$ cat src/rtl/fdsd_cfg.svh
// Addresses, field positions and reset values of the drive-select block.
// Assumes inclusion by bare name from the design files.
`ifndef FDSD_CFG_SVH
`define FDSD_CFG_SVH
// ==========================================================
// Register addresses
`define FDSD_ADDR_DOC   10'h3F2
`define FDSD_ADDR_TAPE  10'h3F3
`define FDSD_ADDR_CR6   10'h3E6
`define FDSD_ADDR_CR7   10'h3E7
`define FDSD_ADDR_MODE  10'h3E8
// ==========================================================
// Field positions
`define FDSD_DOC_CODE   1:0
`define FDSD_DOC_NRST   2
`define FDSD_DOC_DMAEN  3
`define FDSD_DOC_MTR    7:4
`define FDSD_TAPE_FLD   1:0
`define FDSD_TYPE_FLD   5:4
`define FDSD_BOOT_FLD   3:2
`define FDSD_RATE_LO    6
`define FDSD_RATE_HI    7
`define FDSD_CR7_BOOT   1:0
`define FDSD_MODE_VAR   1:0
`define FDSD_MODE_OS2   2
`define FDSD_MODE_FLD   2:0
// ==========================================================
// Reset values and read enables
`define FDSD_DOC_RST    8'h00
`define FDSD_TAPE_RST   2'h0
`define FDSD_CR_RST     8'h00
`define FDSD_MODE_RST   3'h0
`define FDSD_SEL_IDLE   4'hF
`define FDSD_OE_NONE    8'h00
`define FDSD_OE_ALL     8'hFF
`define FDSD_OE_TAPE    8'h03
`endif

$ cat src/rtl/fdsd_pkg.sv
// Types shared by the drive-select block.
// Assumes nothing of its surroundings.
package fdsd_pkg;
   // ==========================================================
   // Decode variant, order matches the mode register field
   typedef enum logic [1:0] {
      fdsd_int_norm,
      fdsd_int_swap,
      fdsd_ext_norm,
      fdsd_ext_swap
   } fdsd_variant_e;
   typedef logic [7:0] fdsd_byte_t;
endpackage

$ cat src/rtl/fdsd_dec_if.sv
// Carrier between the register bank and the select decoder.
// Assumes both ends share one clock domain.
`timescale 1ns/1ns
interface fdsd_dec_if;
   fdsd_pkg::fdsd_byte_t    doc;
   fdsd_pkg::fdsd_variant_e variant;
   logic [3:0]              sel_n;
   logic [3:0]              mtr_n;
   modport ctl (output doc, output variant, input sel_n, input mtr_n);
   modport dec (input doc, input variant, output sel_n, output mtr_n);
endinterface

$ cat src/rtl/fdsd_decode.sv
// Combinational drive-select and motor decode for four variants.
// Assumes the caller registers the outputs before the pins.
`timescale 1ns/1ns
`include "fdsd_cfg.svh"
module fdsd_decode (
   fdsd_dec_if.dec dif
);
   logic [1:0] code;
   logic [1:0] phys;
   logic [3:0] mtr;
   logic       en;

   // ==========================================================
   // Decode
   always_comb begin
      code = dif.doc[`FDSD_DOC_CODE];
      mtr  = dif.doc[`FDSD_DOC_MTR];
      en   = mtr[code];
      // Swap only trades drives 0 and 1; codes 2 and 3 pass
      phys = code[1] ? code : {code[1], ~code[0]};
      unique case (dif.variant)
         fdsd_pkg::fdsd_int_norm: begin
            dif.sel_n = en ? ~(4'h1 << code) : `FDSD_SEL_IDLE;
            dif.mtr_n = ~mtr;
         end
         fdsd_pkg::fdsd_int_swap: begin
            dif.sel_n = en ? ~(4'h1 << phys) : `FDSD_SEL_IDLE;
            dif.mtr_n = {~mtr[3], ~mtr[2], ~mtr[0], ~mtr[1]};
         end
         fdsd_pkg::fdsd_ext_norm: begin
            dif.sel_n = {2'h3, code};
            dif.mtr_n = {3'h7, ~en};
         end
         fdsd_pkg::fdsd_ext_swap: begin
            dif.sel_n = {2'h3, phys};
            dif.mtr_n = {3'h7, ~en};
         end
      endcase
   end
endmodule

$ cat src/rtl/fdsd_top.sv
// Floppy drive-select decode with drive output control, tape select,
// and the two configuration registers it reads back.
// Assumes a single clock and a host port that never waits.
//
// Functional notes
// - Tape-select register at 3F3 is read/write and steers no logic.
// - Software reset leaves the tape-select register unchanged.
// - Normal mode: only bits 1:0 exist, bits 7:2 undriven on read.
// - Tape code 0 selects none, 1, 2, 3 select tape drives 1-3.
// - Internal normal: select numbered by code low when its motor bit set.
// - Internal normal: motor outputs are inverted bits 4 to 7.
// - Internal swapped: drives 0 and 1 trade selects and motors.
// - External normal: selects carry the code, motor 1 held high.
// - External: motor 0 low only when coded drive's motor bit set.
// - External swapped: codes 00 and 01 trade, others pass.
// - Enhanced mode 2 read: rate pins, type id, boot drive, tape bits.
// - Enhanced mode 2: rate pins are inputs read into bits 6 and 7.
// - Type id is the config six pair picked by last drive code.
// - Boot drive field is config seven bits 1 and 0.
// - Drive code is binary, so in the internal variants at most one select is active.
`timescale 1ns/1ns
`include "fdsd_cfg.svh"
module fdsd_top #(
   parameter int AW = 10
) (
   input  wire logic          clk_in,
   input  wire logic          rst_n_in,
   input  wire logic [AW-1:0] addr_in,
   input  wire logic [7:0]    wdata_in,
   input  wire logic          wr_in,
   input  wire logic          rd_in,
   input  wire logic [1:0]    rate_sel_in,
   input  wire logic          rate_pin_lo_in,
   input  wire logic          rate_pin_hi_in,
   output logic [7:0]         rdata_out,
   output logic [7:0]         rdata_oe_out,
   output logic               rate_pin_lo_out,
   output logic               rate_pin_lo_oe_out,
   output logic               rate_pin_hi_out,
   output logic               rate_pin_hi_oe_out,
   output logic               drive_sel0_n_out,
   output logic               drive_sel1_n_out,
   output logic               drive_sel2_n_out,
   output logic               drive_sel3_n_out,
   output logic               motor_on0_n_out,
   output logic               motor_on1_n_out,
   output logic               motor_on2_n_out,
   output logic               motor_on3_n_out,
   output logic               fdc_soft_reset_out,
   output logic               dma_enable_out
);
   // ==========================================================
   // Storage
   fdsd_pkg::fdsd_byte_t drive_output_control;
   logic [1:0]           tape_select_reg;
   fdsd_pkg::fdsd_byte_t config_reg_six;
   fdsd_pkg::fdsd_byte_t config_reg_seven;
   logic [2:0]           mode_reg;
   logic [3:0]           sel_q;
   logic [3:0]           mtr_q;

   // ==========================================================
   // Decodes of the host port
   logic       hit_doc;
   logic       hit_tape;
   logic       hit_cr6;
   logic       hit_cr7;
   logic       hit_mode;
   logic       enhanced_mode_two;
   logic [1:0] doc_code;
   logic [3:0] doc_mtr;
   logic [7:0] type_shift;
   logic [1:0] type_pair;
   logic [7:0] next_rdata;
   logic [7:0] next_oe;

   assign hit_doc           = (addr_in == `FDSD_ADDR_DOC);
   assign hit_tape          = (addr_in == `FDSD_ADDR_TAPE);
   assign hit_cr6           = (addr_in == `FDSD_ADDR_CR6);
   assign hit_cr7           = (addr_in == `FDSD_ADDR_CR7);
   assign hit_mode          = (addr_in == `FDSD_ADDR_MODE);
   assign enhanced_mode_two = mode_reg[`FDSD_MODE_OS2];
   assign doc_code          = drive_output_control[`FDSD_DOC_CODE];
   assign doc_mtr           = drive_output_control[`FDSD_DOC_MTR];

   // ==========================================================
   // Decoder
   fdsd_dec_if dif ();
   assign dif.doc     = drive_output_control;
   assign dif.variant =
      fdsd_pkg::fdsd_variant_e'(mode_reg[`FDSD_MODE_VAR]);
   fdsd_decode u_decode (
      .dif (dif.dec)
   );

   // ==========================================================
   // Drive output control; a software reset never clears it
   always_ff @(posedge clk_in) begin
      if (!rst_n_in) begin
         drive_output_control <= `FDSD_DOC_RST;
      end else if (wr_in && hit_doc) begin
         drive_output_control <= wdata_in;
      end
   end

   // ==========================================================
   // Tape select, only hardware reset clears it
   // Its code is a software meaning only; only the read path reads it
   always_ff @(posedge clk_in) begin
      if (!rst_n_in) begin
         tape_select_reg <= `FDSD_TAPE_RST;
      end else if (wr_in && hit_tape) begin
         tape_select_reg <= wdata_in[`FDSD_TAPE_FLD];
      end
   end

   // ==========================================================
   // Configuration registers
   always_ff @(posedge clk_in) begin
      if (!rst_n_in) begin
         config_reg_six <= `FDSD_CR_RST;
      end else if (wr_in && hit_cr6) begin
         config_reg_six <= wdata_in;
      end
   end

   always_ff @(posedge clk_in) begin
      if (!rst_n_in) begin
         config_reg_seven <= `FDSD_CR_RST;
      end else if (wr_in && hit_cr7) begin
         config_reg_seven <= wdata_in;
      end
   end

   // Changing the variant while drives run remaps the select pins on the edge after mode_reg loads
   always_ff @(posedge clk_in) begin
      if (!rst_n_in) begin
         mode_reg <= `FDSD_MODE_RST;
      end else if (wr_in && hit_mode) begin
         mode_reg <= wdata_in[`FDSD_MODE_FLD];
      end
   end

   // ==========================================================
   // Read path
   always_comb begin
      type_shift = config_reg_six >> {doc_code, 1'b0};
      type_pair  = type_shift[1:0];
      next_rdata = `FDSD_OE_NONE;
      next_oe    = `FDSD_OE_NONE;
      if (rd_in) begin
         if (hit_doc) begin
            next_rdata = drive_output_control;
            next_oe    = `FDSD_OE_ALL;
         end else if (hit_tape && enhanced_mode_two) begin
            next_rdata[`FDSD_RATE_HI]  = rate_pin_hi_in;
            next_rdata[`FDSD_RATE_LO]  = rate_pin_lo_in;
            next_rdata[`FDSD_TYPE_FLD] = type_pair;
            next_rdata[`FDSD_BOOT_FLD] =
               config_reg_seven[`FDSD_CR7_BOOT];
            next_rdata[`FDSD_TAPE_FLD] = tape_select_reg;
            next_oe    = `FDSD_OE_ALL;
         end else if (hit_tape) begin
            next_rdata[`FDSD_TAPE_FLD] = tape_select_reg;
            next_oe    = `FDSD_OE_TAPE;
         end else if (hit_cr6) begin
            next_rdata = config_reg_six;
            next_oe    = `FDSD_OE_ALL;
         end else if (hit_cr7) begin
            next_rdata = config_reg_seven;
            next_oe    = `FDSD_OE_ALL;
         end else if (hit_mode) begin
            next_rdata[`FDSD_MODE_FLD] = mode_reg;
            next_oe    = `FDSD_OE_ALL;
         end
      end
   end

   // Unmapped reads leave the bus undriven for other decoders
   always_ff @(posedge clk_in) begin
      if (!rst_n_in) begin
         rdata_out    <= `FDSD_OE_NONE;
         rdata_oe_out <= `FDSD_OE_NONE;
      end else begin
         rdata_out    <= next_rdata;
         rdata_oe_out <= next_oe;
      end
   end

   // ==========================================================
   // Drive pins, registered to keep decode glitches off the cable
   always_ff @(posedge clk_in) begin
      if (!rst_n_in) begin
         sel_q <= `FDSD_SEL_IDLE;
         mtr_q <= `FDSD_SEL_IDLE;
      end else begin
         sel_q <= dif.sel_n;
         mtr_q <= dif.mtr_n;
      end
   end

   assign drive_sel0_n_out = sel_q[0];
   assign drive_sel1_n_out = sel_q[1];
   assign drive_sel2_n_out = sel_q[2];
   assign drive_sel3_n_out = sel_q[3];
   assign motor_on0_n_out  = mtr_q[0];
   assign motor_on1_n_out  = mtr_q[1];
   assign motor_on2_n_out  = mtr_q[2];
   assign motor_on3_n_out  = mtr_q[3];

   // ==========================================================
   // Rate pins and controller side outputs
   always_ff @(posedge clk_in) begin
      if (!rst_n_in) begin
         rate_pin_lo_out    <= 1'b0;
         rate_pin_hi_out    <= 1'b0;
         rate_pin_lo_oe_out <= 1'b0;
         rate_pin_hi_oe_out <= 1'b0;
      end else begin
         rate_pin_lo_out    <= rate_sel_in[0];
         rate_pin_hi_out    <= rate_sel_in[1];
         rate_pin_lo_oe_out <= !enhanced_mode_two;
         rate_pin_hi_oe_out <= !enhanced_mode_two;
      end
   end

   always_ff @(posedge clk_in) begin
      if (!rst_n_in) begin
         fdc_soft_reset_out <= 1'b1;
         dma_enable_out     <= 1'b0;
      end else begin
         fdc_soft_reset_out <= !drive_output_control[`FDSD_DOC_NRST];
         dma_enable_out     <= drive_output_control[`FDSD_DOC_DMAEN];
      end
   end
endmodule
$ cat config.mk
export PLATFORM = sky130hd
export DESIGN_NAME = fdsd_top
export DESIGN_NICKNAME = d
export VERILOG_FILES = /design/src/rtl/fdsd_pkg.sv /design/src/rtl/fdsd_dec_if.sv /design/src/rtl/fdsd_decode.sv /design/src/rtl/fdsd_top.sv
export VERILOG_INCLUDE_DIRS = /design/src /design/src/rtl
export SDC_FILE = /design/constraint.sdc
export NUM_CORES = 1
export LEC_CHECK = 0
export ABC_CLOCK_PERIOD_IN_PS = 4150
export BUFFER_PORTS_ARGS = -buffer_cell sky130_fd_sc_hd__buf_2
export CORE_MARGIN = 2
export CORE_UTILIZATION = 50
export DETAILED_ROUTE_END_ITERATION = 10
export PLACE_DENSITY = 0.76
export SLEW_MARGIN = 20
export SYNTH_ARGS = -nofsm -noshare
export SYNTH_HDL_FRONTEND = slang
export SYNTH_SLANG_ARGS = --single-unit
$ cat constraint.sdc
create_clock -name clk_in -period 4.15 [get_ports clk_in]
set_input_delay 0.2075 -clock clk_in [delete_from_list [all_inputs] [get_ports clk_in]]
set_output_delay 0.2075 -clock clk_in [all_outputs]
set_load 0.01 [all_outputs]
==> impl_metrics.tcl <==
set metrics [dict create \
    diodes 0 \
    period_share_pct 39.3 \
    finalSetupViolations 0 \
    crit_path_end_kind "register" \
    clkLatencyLatePin_ps 290 \
    numPortBuffers 55 \
    postSynthCellCount 250 \
    die_y_um 74.6 \
    synth_cell_types 37 \
    cts.clk_slew.worst_paths_ps 80 \
    arrival_ps 1860 \
    place_congestion 0.784 \
    gr-total-overflow 0 \
    placed_cells 351 \
    grtUsageMet3_pct 3.39 \
    synth_fp_nets 284 \
    rows 25 \
    fin_cells 356 \
    ys.warnings.count 0 \
    min_period_ps 1630 \
    drive_gt1_share_pct 24.9 \
    grt_pass1_wl_um 7750 \
    clock_path_buffers 2 \
    cts_inserted_buffers 5 \
    min_path_type "in2reg" \
    die_w_um 74.6 \
    post-cts-setup-buffer-count 0 \
    pwr_density_cell_nw_per_um2 286 \
    hold_viol 0 \
    grt_pass1_vias 1612 \
    worst-slew-pin-transition_ps 788 \
    ios 56 \
    r2r_slack_ps 2520 \
    status "completed" \
    drc 0 \
    slew_viol_final 0 \
    clock_skew_ps 4.72 \
    top_usage_layer "met2" \
    use_met1_pct 24.5 \
    place_hpwl_um 3670 \
    multi_input_comb_area_um2 1330 \
    reg2reg_depth 6 \
    postRouteAntennaNets 0 \
    syn-cell-area_um2 2490 \
    max_slew_margin_pct 47.1 \
    syn_to_final_growth_pct 12.8 \
    cts_tree "done" \
    rsz0062_at_grt "no" \
    start_kind "register" \
    seq_area_frac_synth_pct 41.8 \
    grt_start_max_net_pins 42 \
    drt_first_pass_iters 4 \
    wl_per_cell_um 14.0 \
    postLayoutCoreUtil_pct 59.1 \
    post_cts_resized 0 \
    fillers 441 \
    core_um2 4750 \
    whs_ps 114 \
    postCtsHoldBufs 0 \
    peakVddDrop_mv 0.170 \
    first_iter_violations 81 \
    crit_required_ps 4380 \
    totalPowerFinal_mw 0.804 \
    track_usage_pct 18.6 \
    antenna_found_initial 0 \
    nets 325 \
    ys_ff_latch 52 \
    regArea_um2 1040 \
    htree_levels 2 \
    post_synth.cell_area_avg_um2 9.97 \
    clkSinkCount 52 \
    max_cap_violations 0 \
    die-area_um2 5570 \
    setup_tns_ps 0 \
    drt_wl_total_um 4980 \
    fmax_mhz 613 \
    clock_tree.root_cell "clkbuf_8" \
    cp_max_fo 11 \
    vias 1894 \
    grt_use_met2_pct 29.7 \
    min_delay_path_depth 2 \
    start_util_pct 52.4 \
    p_leak_nw 1.11 \
    setup.worst_path.class "reg2reg" \
    viasPerCell 5.32 \
]
-- cell usage in the layout (no fill, tap or decap), types with 4 or more instances in the layout --
cell      Yosys  layout
ha_1          8       8
nand3_1       5       5
buf_2         3      55
dfxtp_1      52      52
o22ai_1       4       4
nor2b_1      29      29
and2_1        6       6
nand2_1      24      24
a22oi_1       5       5
nand2b_1      5       5
nor2_1        7       7
a31oi_1       4       4
o21ai_0       6       6
clkbuf_8      0       5
inv_1         4       4
mux2i_1      35      35
-- where the power goes --
part           leakage [nW]  switching, mW  internal (mW)
logic                 0.650         0.0303         0.0195
clock network        0.0359          0.144          0.109
registers             0.420       0.000454          0.500
total                  1.11          0.175          0.629
-- worst max-delay path, cell delays in order (launching register included) --
cell     delay, ps
dfxtp_1        640
inv_1          200
ha_1           250
mux2i_1        130
nor2_1          50
a22o_1         240
nand2_1         60
-- cells in the mapped netlist --
master	count	area, µm²
or2_2	1	6.26
o32ai_1	2	17.5
nand4_4	1	21.3
o211ai_1	2	15.0
nor2_1	7	26.3
a21boi_0	1	7.51
mux4_2	3	67.6
or3_1	2	12.5
nor3_1	3	15.0
nand2b_1	5	31.3
a31oi_1	4	25.0
and2_1	6	37.5
mux2_2	3	33.8
nand3b_1	3	22.5
buf_1	2	7.51
o311ai_0	1	8.76
nand2_1	24	90.1
buf_4	7	52.6
mux2i_1	35	350
nand3_1	5	25.0
a22o_1	2	17.5
or3b_1	1	8.76
ha_1	8	100
nor2b_1	29	181
o21ai_0	6	30.0
buf_2	3	15.0
dfxtp_1	52	1040
or4b_1	1	10.0
nor4_4	3	63.8
nor3_2	1	10.0
a22oi_1	5	37.5
o22ai_1	4	25.0
nor4_1	2	12.5
clkbuf_1	9	33.8
a21oi_1	1	5.00
nand4_1	2	12.5
inv_1	4	15.0
-- through the flow --
stage          area [µm²]  setup slack, ps
3_3_place_gp         2740             2280
4_1_cts              2810             2520
3_5_place_dp         2740             2250
6_report             2810             2520
2_1_floorplan        2490             2600
5_1_grt              2810             2320
-- path summary, 6_finish.rpt --
| kind | end | startpoint |
|---|---|---|
| setup reg to reg | sel_q[0] | dif.doc[0] |
| hold / removal | rate_pin_lo_out | rate_sel_in[0] |
| hold reg to reg | fdc_soft_reset_out | dif.doc[2] |
| setup / recovery | sel_q[0] | dif.doc[0] |
-- cells by family (layout without fill, tap and decap cells) --
logic type | count (synthesis) | after routing | synth area share [%]
buffers and inverters | 25 | 64 | 4.97
adders and majority gates | 8 | 8 | 4.02
muxes | 41 | 41 | 18.1
AOI/OAI and AO/OA | 28 | 28 | 7.58
DFF | 52 | 52 | 41.8
and+or+nand+nor | 96 | 96 | 23.5
-- metal layers --
layer  vias to the layer above  wire [µm]
met2                        53       2250
li1                        951          -
met3                         9        237
met1                       881       2390
met5                         -          0
met4                         0        104
-- final cells by class --
type	count	share of cell area [%]
inverters	4	0.534
multi-input cells	173	47.2
repair buffers	55	9.79
clock buffers	5	2.45
well taps	67	2.98
flip-flops and latches	52	37.0
No activity file was read; power rests on OpenSTA's default activity.
